**src/include/fw_loader_defines.svh**
```systemverilog
// Constants for the serial firmware update loader
`ifndef FW_LOADER_DEFINES_SVH
`define FW_LOADER_DEFINES_SVH

// ****************************************
// Clock and timing
// ****************************************
`define LDR_CLK_HZ 64'd200000000
`define LDR_FIRST_BLK_TIMEOUT_S 64'd60
`define LDR_FIRST_BLK_CYCLES (`LDR_FIRST_BLK_TIMEOUT_S * `LDR_CLK_HZ)
`define LDR_POLL_INTERVAL_S 64'd1
`define LDR_POLL_CYCLES (`LDR_POLL_INTERVAL_S * `LDR_CLK_HZ)
`define LDR_TIMER_W 36

// ****************************************
// Characters and protocol
// ****************************************
`define LDR_CH_CMD_UPLOAD 8'h31
`define LDR_CH_CMD_RUN 8'h32
`define LDR_CH_CR 8'h0d
`define LDR_CH_LF 8'h0a
`define LDR_CH_SOH 8'h01
`define LDR_CH_EOT 8'h04
`define LDR_CH_ACK 8'h06
`define LDR_CH_NAK 8'h15
`define LDR_CH_CAN 8'h18
`define LDR_CH_CRC_POLL 8'h43
`define LDR_BLOCK_BYTES 8'd128
`define LDR_LAST_BYTE 7'h7f
`define LDR_CRC_POLY 16'h1021
`define LDR_MAX_RETRIES 4'ha
`define LDR_ADDR_W 24

// ****************************************
// Message lengths
// ****************************************
`define LDR_LEN_PROMPT 4'h6
`define LDR_LEN_COMPLETE 4'hc
`define LDR_LEN_ABORTED 4'hb
`define LDR_LEN_SINGLE 4'h1

`endif

```
**src/include/fw_loader_pkg.sv**
```systemverilog
// Types shared by the loader modules
package fw_loader_pkg;

  typedef enum logic [1:0] {
    MSG_PROMPT = 2'b00,
    MSG_COMPLETE = 2'b01,
    MSG_ABORTED = 2'b10,
    MSG_SINGLE = 2'b11
  } msg_t;

  typedef enum logic [3:0] {
    ST_ENTRY = 4'b0000,
    ST_APP = 4'b0001,
    ST_SEND = 4'b0010,
    ST_MENU = 4'b0011,
    ST_XM_HDR = 4'b0100,
    ST_XM_BLK = 4'b0101,
    ST_XM_BLKN = 4'b0110,
    ST_XM_DATA = 4'b0111,
    ST_XM_CRCH = 4'b1000,
    ST_XM_CRCL = 4'b1001,
    ST_XM_CHECK = 4'b1010,
    ST_XM_PROG = 4'b1011,
    ST_XM_START = 4'b1100
  } ldr_state_t;

endpackage

```
**src/hw/fw_update_loader.sv**
```systemverilog
// Serial firmware update loader: entry, menu, XModem-CRC receive, flash programming
`timescale 1ns/1ps
`default_nettype none
`include "fw_loader_defines.svh"

module fw_update_loader #(
  parameter logic [`LDR_TIMER_W-1:0] FIRST_BLK_CYCLES = `LDR_TIMER_W'(`LDR_FIRST_BLK_CYCLES),
  parameter logic [`LDR_TIMER_W-1:0] POLL_CYCLES = `LDR_TIMER_W'(`LDR_POLL_CYCLES)
) (
  input wire logic clk_sys_i,
  input wire logic rst_i,
  input wire logic din_i,
  input wire logic sleep_request_line_i,
  input wire logic rts_i,
  input wire logic app_valid_i,
  input wire logic app_jump_i,
  input wire logic [7:0] rx_data_i,
  input wire logic rx_valid_i,
  input wire logic tx_ready_i,
  output logic [7:0] tx_data_o,
  output logic tx_valid_o,
  output logic flash_req_o,
  output logic [`LDR_ADDR_W-1:0] flash_addr_o,
  output logic [7:0] flash_wdata_o,
  input wire logic flash_ack_i,
  input wire logic flash_err_i,
  output logic app_run_o,
  output logic loader_active_o,
  output logic load_busy_o,
  output logic launch_o
);

  fw_loader_pkg::ldr_state_t state;
  fw_loader_pkg::ldr_state_t ret_state;
  fw_loader_pkg::msg_t snd_sel;
  logic [7:0] snd_ch;
  logic snd_issued;
  logic snd_busy;
  logic [7:0] blk_buf [0:`LDR_BLOCK_BYTES-1];
  logic [6:0] cnt;
  logic [7:0] blk_num;
  logic [7:0] blk_inv;
  logic [7:0] expected;
  logic first_blk;
  logic loaded;
  logic [3:0] retries;
  logic [15:0] crc;
  logic [15:0] rx_crc;
  logic [`LDR_TIMER_W-1:0] wait_timer;
  logic [`LDR_TIMER_W-1:0] poll_timer;
  logic rx_hit;

  function automatic logic [15:0] crc_byte(input logic [15:0] c, input logic [7:0] d);
    logic [15:0] r;
    r = c ^ {d, 8'h00};
    for (int b = 0; b < 8; b++) begin
      r = r[15] ? ((r << 1) ^ `LDR_CRC_POLY) : (r << 1);
    end
    crc_byte = r;
  endfunction

  assign rx_hit = rx_valid_i && (state != fw_loader_pkg::ST_SEND);

  // ****************************************
  // Outgoing bytes
  // ****************************************
  ldr_msg_sender u_sender (
    .clk_sys_i(clk_sys_i),
    .rst_i(rst_i),
    .start_i(state == fw_loader_pkg::ST_SEND && !snd_issued),
    .sel_i(snd_sel),
    .ch_i(snd_ch),
    .tx_ready_i(tx_ready_i),
    .tx_data_o(tx_data_o),
    .tx_valid_o(tx_valid_o),
    .busy_o(snd_busy)
  );

  always_ff @(posedge clk_sys_i or posedge rst_i) begin
    if (rst_i) begin
      snd_issued <= 1'b0;
    end else begin
      // Clears when a message ends so a chained message restarts the sender
      snd_issued <= (state == fw_loader_pkg::ST_SEND) && !(snd_issued && !snd_busy);
    end
  end

  // ****************************************
  // Block buffer and CRC
  // ****************************************
  always_ff @(posedge clk_sys_i) begin
    if (state == fw_loader_pkg::ST_XM_DATA && rx_hit) begin
      blk_buf[cnt] <= rx_data_i;
    end
  end

  always_ff @(posedge clk_sys_i or posedge rst_i) begin
    if (rst_i) begin
      crc <= 16'h0000;
    end else if (state == fw_loader_pkg::ST_XM_BLK) begin
      crc <= 16'h0000;
    end else if (state == fw_loader_pkg::ST_XM_DATA && rx_hit) begin
      crc <= crc_byte(crc, rx_data_i);
    end
  end

  // ****************************************
  // Timers while waiting for a block
  // ****************************************
  always_ff @(posedge clk_sys_i or posedge rst_i) begin
    if (rst_i) begin
      wait_timer <= '0;
      poll_timer <= '0;
    end else if (state == fw_loader_pkg::ST_XM_HDR) begin
      wait_timer <= wait_timer + `LDR_TIMER_W'(1);
      poll_timer <= poll_timer + `LDR_TIMER_W'(1);
    end else begin
      if (state != fw_loader_pkg::ST_SEND) begin
        wait_timer <= '0;
      end
      poll_timer <= '0;
    end
  end

  // ****************************************
  // Status outputs
  // ****************************************
  always_ff @(posedge clk_sys_i or posedge rst_i) begin
    if (rst_i) begin
      app_run_o <= 1'b0;
      loader_active_o <= 1'b0;
    end else begin
      app_run_o <= (state == fw_loader_pkg::ST_APP);
      loader_active_o <= (state != fw_loader_pkg::ST_APP && state != fw_loader_pkg::ST_ENTRY);
    end
  end

  // ****************************************
  // Main sequencer
  // ****************************************
  always_ff @(posedge clk_sys_i or posedge rst_i) begin
    if (rst_i) begin
      state <= fw_loader_pkg::ST_ENTRY;
      ret_state <= fw_loader_pkg::ST_MENU;
      snd_sel <= fw_loader_pkg::MSG_PROMPT;
      snd_ch <= 8'h00;
      cnt <= 7'h00;
      blk_num <= 8'h00;
      blk_inv <= 8'h00;
      expected <= 8'h01;
      first_blk <= 1'b1;
      loaded <= 1'b0;
      retries <= 4'h0;
      rx_crc <= 16'h0000;
      load_busy_o <= 1'b0;
      launch_o <= 1'b0;
      flash_req_o <= 1'b0;
      flash_addr_o <= '0;
      flash_wdata_o <= 8'h00;
    end else begin
      launch_o <= 1'b0;
      case (state)
        fw_loader_pkg::ST_ENTRY: begin
          if (!app_valid_i || (!sleep_request_line_i && rts_i && !din_i)) begin
            snd_sel <= fw_loader_pkg::MSG_PROMPT;
            ret_state <= fw_loader_pkg::ST_MENU;
            state <= fw_loader_pkg::ST_SEND;
          end else begin
            state <= fw_loader_pkg::ST_APP;
          end
        end
        fw_loader_pkg::ST_APP: begin
          if (app_jump_i) begin
            snd_sel <= fw_loader_pkg::MSG_PROMPT;
            ret_state <= fw_loader_pkg::ST_MENU;
            state <= fw_loader_pkg::ST_SEND;
          end
        end
        fw_loader_pkg::ST_SEND: begin
          if (snd_issued && !snd_busy) begin
            state <= ret_state;
          end
        end
        fw_loader_pkg::ST_MENU: begin
          if (rx_hit && rx_data_i == `LDR_CH_CMD_UPLOAD) begin
            loaded <= 1'b0;
            state <= fw_loader_pkg::ST_XM_START;
          end else if (rx_hit && rx_data_i == `LDR_CH_CMD_RUN && loaded) begin
            launch_o <= 1'b1;
            state <= fw_loader_pkg::ST_APP;
          end else if (rx_hit && rx_data_i == `LDR_CH_CR) begin
            snd_sel <= fw_loader_pkg::MSG_PROMPT;
            ret_state <= fw_loader_pkg::ST_MENU;
            state <= fw_loader_pkg::ST_SEND;
          end
        end
        fw_loader_pkg::ST_XM_START: begin
          load_busy_o <= 1'b1;
          first_blk <= 1'b1;
          expected <= 8'h01;
          retries <= 4'h0;
          flash_addr_o <= '0;
          snd_sel <= fw_loader_pkg::MSG_SINGLE;
          snd_ch <= `LDR_CH_CRC_POLL;
          ret_state <= fw_loader_pkg::ST_XM_HDR;
          state <= fw_loader_pkg::ST_SEND;
        end
        fw_loader_pkg::ST_XM_HDR: begin
          if (rx_hit && rx_data_i == `LDR_CH_SOH) begin
            state <= fw_loader_pkg::ST_XM_BLK;
          end else if (rx_hit && rx_data_i == `LDR_CH_EOT && !first_blk) begin
            loaded <= 1'b1;
            load_busy_o <= 1'b0;
            snd_sel <= fw_loader_pkg::MSG_SINGLE;
            snd_ch <= `LDR_CH_ACK;
            ret_state <= fw_loader_pkg::ST_XM_CHECK;
            state <= fw_loader_pkg::ST_SEND;
          end else if ((rx_hit && rx_data_i == `LDR_CH_CAN) ||
                       (first_blk && wait_timer >= FIRST_BLK_CYCLES)) begin
            load_busy_o <= 1'b0;
            snd_sel <= fw_loader_pkg::MSG_ABORTED;
            ret_state <= fw_loader_pkg::ST_ENTRY;
            state <= fw_loader_pkg::ST_SEND;
          end else if (first_blk && poll_timer >= POLL_CYCLES) begin
            snd_sel <= fw_loader_pkg::MSG_SINGLE;
            snd_ch <= `LDR_CH_CRC_POLL;
            ret_state <= fw_loader_pkg::ST_XM_HDR;
            state <= fw_loader_pkg::ST_SEND;
          end
        end
        fw_loader_pkg::ST_XM_BLK: begin
          cnt <= 7'h00;
          if (rx_hit) begin
            blk_num <= rx_data_i;
            state <= fw_loader_pkg::ST_XM_BLKN;
          end
        end
        fw_loader_pkg::ST_XM_BLKN: begin
          if (rx_hit) begin
            blk_inv <= rx_data_i;
            state <= fw_loader_pkg::ST_XM_DATA;
          end
        end
        fw_loader_pkg::ST_XM_DATA: begin
          if (rx_hit) begin
            cnt <= cnt + 7'h01;
            if (cnt == `LDR_LAST_BYTE) begin
              state <= fw_loader_pkg::ST_XM_CRCH;
            end
          end
        end
        fw_loader_pkg::ST_XM_CRCH: begin
          if (rx_hit) begin
            rx_crc[15:8] <= rx_data_i;
            state <= fw_loader_pkg::ST_XM_CRCL;
          end
        end
        fw_loader_pkg::ST_XM_CRCL: begin
          if (rx_hit) begin
            rx_crc[7:0] <= rx_data_i;
            state <= fw_loader_pkg::ST_XM_CHECK;
          end
        end
        fw_loader_pkg::ST_XM_CHECK: begin
          snd_sel <= fw_loader_pkg::MSG_SINGLE;
          state <= fw_loader_pkg::ST_SEND;
          ret_state <= fw_loader_pkg::ST_XM_HDR;
          if (loaded) begin
            snd_sel <= fw_loader_pkg::MSG_COMPLETE;
            ret_state <= fw_loader_pkg::ST_ENTRY;
          end else if (blk_num != ~blk_inv || crc != rx_crc) begin
            retries <= retries + 4'h1;
            snd_ch <= `LDR_CH_NAK;
            if (retries == `LDR_MAX_RETRIES - 4'h1) begin
              load_busy_o <= 1'b0;
              snd_sel <= fw_loader_pkg::MSG_ABORTED;
              ret_state <= fw_loader_pkg::ST_ENTRY;
            end
          end else if (!first_blk && blk_num == expected - 8'h01) begin
            snd_ch <= `LDR_CH_ACK;
          end else if (blk_num != expected) begin
            load_busy_o <= 1'b0;
            snd_sel <= fw_loader_pkg::MSG_ABORTED;
            ret_state <= fw_loader_pkg::ST_ENTRY;
          end else begin
            retries <= 4'h0;
            cnt <= 7'h00;
            flash_wdata_o <= blk_buf[0];
            flash_req_o <= 1'b1;
            state <= fw_loader_pkg::ST_XM_PROG;
          end
        end
        fw_loader_pkg::ST_XM_PROG: begin
          if (flash_ack_i) begin
            if (flash_err_i) begin
              flash_req_o <= 1'b0;
              load_busy_o <= 1'b0;
              snd_sel <= fw_loader_pkg::MSG_ABORTED;
              ret_state <= fw_loader_pkg::ST_ENTRY;
              state <= fw_loader_pkg::ST_SEND;
            end else begin
              flash_addr_o <= flash_addr_o + `LDR_ADDR_W'(1);
              cnt <= cnt + 7'h01;
              flash_wdata_o <= blk_buf[cnt + 7'h01];
              if (cnt == `LDR_LAST_BYTE) begin
                flash_req_o <= 1'b0;
                first_blk <= 1'b0;
                expected <= expected + 8'h01;
                snd_sel <= fw_loader_pkg::MSG_SINGLE;
                snd_ch <= `LDR_CH_ACK;
                ret_state <= fw_loader_pkg::ST_XM_HDR;
                state <= fw_loader_pkg::ST_SEND;
              end
            end
          end
        end
        default: begin
          state <= fw_loader_pkg::ST_ENTRY;
        end
      endcase
      // Menu after complete or abort, never back to the application
      if (state == fw_loader_pkg::ST_SEND && snd_issued && !snd_busy &&
          ret_state == fw_loader_pkg::ST_ENTRY) begin
        snd_sel <= fw_loader_pkg::MSG_PROMPT;
        ret_state <= fw_loader_pkg::ST_MENU;
        state <= fw_loader_pkg::ST_SEND;
      end
    end
  end

endmodule
`default_nettype wire

```
**src/hw/ldr_msg_sender.sv**
```systemverilog
// Message text generator and byte sender for the loader
`timescale 1ns/1ps
`default_nettype none
`include "fw_loader_defines.svh"

module ldr_msg_sender (
  input wire logic clk_sys_i,
  input wire logic rst_i,
  input wire logic start_i,
  input wire fw_loader_pkg::msg_t sel_i,
  input wire logic [7:0] ch_i,
  input wire logic tx_ready_i,
  output logic [7:0] tx_data_o,
  output logic tx_valid_o,
  output logic busy_o
);

  fw_loader_pkg::msg_t cur;
  logic [7:0] single;
  logic [3:0] idx;

  function automatic logic [3:0] msg_len(input fw_loader_pkg::msg_t m);
    case (m)
      fw_loader_pkg::MSG_PROMPT: msg_len = `LDR_LEN_PROMPT;
      fw_loader_pkg::MSG_COMPLETE: msg_len = `LDR_LEN_COMPLETE;
      fw_loader_pkg::MSG_ABORTED: msg_len = `LDR_LEN_ABORTED;
      default: msg_len = `LDR_LEN_SINGLE;
    endcase
  endfunction

  // Text: CR LF prompt, CR LF "complete" CR LF, CR LF "aborted" CR LF
  function automatic logic [7:0] msg_char(input fw_loader_pkg::msg_t m, input logic [3:0] i,
                                          input logic [7:0] c);
    logic [7:0] r;
    r = 8'h00;
    if (m == fw_loader_pkg::MSG_SINGLE) begin
      r = c;
    end else if (i == 4'h0) begin
      r = `LDR_CH_CR;
    end else if (i == 4'h1) begin
      r = `LDR_CH_LF;
    end else if (m == fw_loader_pkg::MSG_PROMPT) begin
      case (i)
        4'h2: r = 8'h42;
        4'h3: r = 8'h4c;
        4'h4: r = 8'h20;
        default: r = 8'h3e;
      endcase
    end else if (i >= msg_len(m) - 4'h2) begin
      r = (i == msg_len(m) - 4'h2) ? `LDR_CH_CR : `LDR_CH_LF;
    end else if (m == fw_loader_pkg::MSG_COMPLETE) begin
      case (i)
        4'h2: r = 8'h63;
        4'h3: r = 8'h6f;
        4'h4: r = 8'h6d;
        4'h5: r = 8'h70;
        4'h6: r = 8'h6c;
        4'h7: r = 8'h65;
        4'h8: r = 8'h74;
        default: r = 8'h65;
      endcase
    end else begin
      case (i)
        4'h2: r = 8'h61;
        4'h3: r = 8'h62;
        4'h4: r = 8'h6f;
        4'h5: r = 8'h72;
        4'h6: r = 8'h74;
        4'h7: r = 8'h65;
        default: r = 8'h64;
      endcase
    end
    msg_char = r;
  endfunction

  always_ff @(posedge clk_sys_i or posedge rst_i) begin
    if (rst_i) begin
      cur <= fw_loader_pkg::MSG_PROMPT;
      single <= 8'h00;
      idx <= 4'h0;
      busy_o <= 1'b0;
      tx_valid_o <= 1'b0;
      tx_data_o <= 8'h00;
    end else if (!busy_o) begin
      if (start_i) begin
        cur <= sel_i;
        single <= ch_i;
        idx <= 4'h0;
        busy_o <= 1'b1;
      end
    end else if (tx_valid_o) begin
      if (tx_ready_i) begin
        tx_valid_o <= 1'b0;
      end
    end else if (idx == msg_len(cur)) begin
      busy_o <= 1'b0;
    end else begin
      tx_data_o <= msg_char(cur, idx, single);
      tx_valid_o <= 1'b1;
      idx <= idx + 4'h1;
    end
  end

endmodule
`default_nettype wire

```
**config.mk**
```make
export PLATFORM = sky130hd
export DESIGN_NAME = fw_update_loader
export DESIGN_NICKNAME = d
export VERILOG_FILES = /design/src/include/fw_loader_pkg.sv /design/src/hw/fw_update_loader.sv /design/src/hw/ldr_msg_sender.sv
export VERILOG_INCLUDE_DIRS = /design/src /design/src/include
export SDC_FILE = /design/constraint.sdc
export NUM_CORES = 2
export LEC_CHECK = 0
export CAP_MARGIN = 15
export CORE_ASPECT_RATIO = 1.75
export CORE_UTILIZATION = 59
export DETAILED_ROUTE_END_ITERATION = 8
export DONT_BUFFER_PORTS = 1
export GPL_TIMING_DRIVEN = 1
export PLACE_DENSITY = 0.81
export SETUP_SLACK_MARGIN = 0.3
export SLEW_MARGIN = 5
export SYNTH_ARGS = -nofsm -noshare
export SYNTH_HDL_FRONTEND = slang
export SYNTH_HIERARCHICAL = 1
export SYNTH_SLANG_ARGS = --single-unit
```
**constraint.sdc**
```tcl
create_clock -name clk_sys_i -period 16.6 [get_ports clk_sys_i]
set_input_delay 2.49 -clock clk_sys_i [delete_from_list [all_inputs] [get_ports clk_sys_i]]
set_output_delay 2.49 -clock clk_sys_i [all_outputs]
set_load 0.05 [all_outputs]
```
==> results by group <==
Status
  • Status: completed

Global route
  • Overall Global Routing Usage: 29.6%
  • Pin count of the biggest net entering global routing: 139
  • Initial antenna violation count: 1
  • Vias in the first global route: 30422
  • First-pass GRT wire length: 191000 µm
  • GRT overflow: 0

Placed design
  • Dpl ws: 11.04 ns
  • IO Port Bufs: 0
  • Placer Congestion: 0.950
  • Area post-placement: 0.0529 mm²
  • HPWL after DPL: 80600 µm

Layout
  • Post-route cell area: 0.0563 mm²
  • Filler cells: 5796
  • Commonest non-fill, non-tap cell in the layout: edfxtp_1
  • Commonest cells after routing, fill and taps aside: edfxtp_1, nor2_1, nand2_1
  • Total Nets Final: 3219
  • Antenna cells: 0
  • Layout cell share with drive strength beyond 1: 15.5%
  • Register area: 0.0362 mm²
  • Util after Layout: 64.7%
  • Area occupied by multi-input gates: 0.0148 mm²
  • Synth-to-layout area growth: 8.39%

Clocking
  • Clock sinks: 1242
  • Post-CTS Resized: 0
  • CTS tree: yes
  • Worst skew pair latency: 0.72 ns
  • CTS Root Cell: clkbuf_16
  • Htree depth: 3
  • Clock Path Buffers: 3
  • Inserted Clock Buffers: 104
  • Clock transition at path regs: 0.07 ns
  • Post-CTS setup buffers: 0
  • CTS Hold Bufs: 0

Worst setup path
  • Worst Path Class, Setup: flop to flop
  • Worst Path Required: 17.21 ns
  • Crit. End Element: flop
  • Max Fanout on Critical Path: 69
  • Cell family with most CP delay: flip-flops
  • Critical path cell sequence: ha_4, buf_4, mux4_2, mux2i_1, o22ai_1, or4_1, or3_1, a32o_1
  • CP max stage delay: 1.07 ns
  • Number of buffers and inverters on the critical path: 1
  • Data arrival, critical path: 6.08 ns
  • Critical path's slowest cell: dfrtp_4
  • CP Launch Type: flop

Drt
  • Routed len/inst: 29.0 µm
  • Drt via density: 6.59
  • DRC viols: 0
  • Vias: 29183
  • Drt total wl: 129000 µm
  • Drt first pass iters: 6
  • 1st-iter DRT viols: 3178
  • Antenna-violating nets left: 0

Floorplan
  • Ports: 65
  • Chip Height: 394 µm
  • Effective utilization at floorplan: 59.7%
  • Die footprint: 0.0893 mm²
  • Die Width: 226 µm
  • Core ar.: 0.0870 mm²
  • Row cnt: 143

Logic synthesis
  • Synthesis Warnings: 6
  • Post-synth top flop: edfxtp_1
  • Synth async-reset ratio: 17.6%
  • Register area share after synthesis: 69.7%
  • Cell area after synthesis: 0.0519 mm²
  • EDFF count, synth: 1024
  • Mapped Cells: 3208
  • Avg Synthesized Cell Area: 16.2 µm²
  • Yosys cell types: 92
  • Yosys reg bits: 1242

STA
  • Slew margin rel.: 19.8%
  • RSZ-0062 raised after global routing: no
  • Fin. max-slew vios: 0
  • PnR worst setup slack: 11.13 ns
  • Clock Skews: 0.0301 ns
  • Endpoints failing setup: 0
  • Max frequency: 183 MHz
  • Final Cycle Share: 33.0%
  • Final Hold Vio Count: 0
  • Worst hold slack: 0.488 ns
  • Final TNS setup: 0 ns
  • Final min period: 5.47 ns
  • Slew @ Worst Pin: 1.20 ns

Power and ir drop
  • VDD IR max: 0.000120 V
  • P_leak: 0.0182 µW
  • Cell Pwr Density: 139 mW/mm²

Flow run
  • # Max-Cap Violations: 0

Worst hold path
  • Worst min path class: flop to flop
## Yosys cell counts, drive strengths merged, types with 17 or more instances
cell / number / area share, %
a21oi: 62 / 0.61
a22oi: 43 / 0.65
a31oi: 17 / 0.22
and3: 42 / 0.52
buf: 85 / 1.0
clkbuf: 83 / 0.60
dfrtp: 214 / 10
edfxtp: 1024 / 59
ha: 22 / 0.53
inv: 40 / 0.29
mux2: 39 / 0.85
mux2i: 67 / 1.3
mux4: 242 / 10
nand2: 260 / 1.9
nand2b: 24 / 0.29
nand3: 87 / 0.85
nand4: 36 / 0.43
nor2: 283 / 2.1
nor3: 32 / 0.31
o21ai: 86 / 0.84
o31ai: 17 / 0.26
or3: 30 / 0.36
xnor2: 72 / 1.3
xor2: 75 / 1.3
## worst min-delay path, cell delays in order (launching register included)
cell     delay [ns]
dfrtp_1        0.35
nand2_1        0.05
nand2_1        0.06
## stage by stage
step	power [µW]	instances
5_1_grt	8070	4427
4_1_cts	7830	4427
2_1_floorplan	4960	3210
6_report	7830	4427
3_5_place_dp	5370	4232
3_3_place_gp	5330	4231
## final timing paths
path / from / to / slack, ns / cells past startpoint
min: u_sender/single[7]$_DFFE_PP0P_ / u_sender/single[7]$_DFFE_PP0P_ / 0.49 / 2
min in group asynchronous: rst_i / flash_addr_o[23]$_DFFE_PP0P_ / 1.73 / 1
min reg2reg: u_sender/single[7]$_DFFE_PP0P_ / u_sender/single[7]$_DFFE_PP0P_ / 0.49 / 2
max reg2reg: cnt[0]$_DFFE_PP0P_ / flash_wdata_o[5]$_DFFE_PP0P_ / 11.13 / 8
max in group asynchronous: rst_i / cnt[0]$_DFFE_PP0P_ / 13.24 / 2
max: cnt[0]$_DFFE_PP0P_ / flash_wdata_o[5]$_DFFE_PP0P_ / 11.13 / 8
## area by class of cell
| class | count | share of cell area (%) |
|---|---|---|
| clock buffers | 125 | 4.85 |
| well taps | 1160 | 2.58 |
| flip-flops and latches | 1242 | 64.3 |
| multi-input cells | 1759 | 26.3 |
| clock inverters | 70 | 1.23 |
| inverters | 41 | 0.287 |
| repair buffers | 30 | 0.418 |
## registers in the layout (all words and copies together), names as in the netlist, 16 cells and up
| signal | count |
|---|---|
| blk_buf | 1024 |
| poll_timer | 36 |
| wait_timer | 36 |
| flash_addr_o | 24 |
| crc | 16 |
| rx_crc | 16 |
## routing by layer
metal | track usage [%] | routed length (µm)
met1 | 32.2 | 40700
met2 | 51.8 | 68300
met3 | 4.77 | 9350
met4 | 21.2 | 10200
met5 | 0 | 13
## where the power goes
| part | internal (µW) | leakage [µW] | total (µW) | switching [µW] |
|---|---|---|---|---|
| registers | 3490 | 0.0121 | 3750 | 263 |
| logic | 707 | 0.00445 | 1590 | 885 |
| clock network | 1350 | 0.00167 | 2490 | 1140 |
## kinds of logic after synthesis
family          Yosys count  share of synthesized area (%)
mux                     348                           12.6
simple gates            881                           7.95
compound gates          358                           4.72
other cells               1                        0.00722
flops                  1242                           69.7
fa+ha+maj                22                          0.530
buf+inv                 209                           1.91
xor+xnor                147                           2.53
Note: power is estimated with default switching activity, not from simulation.
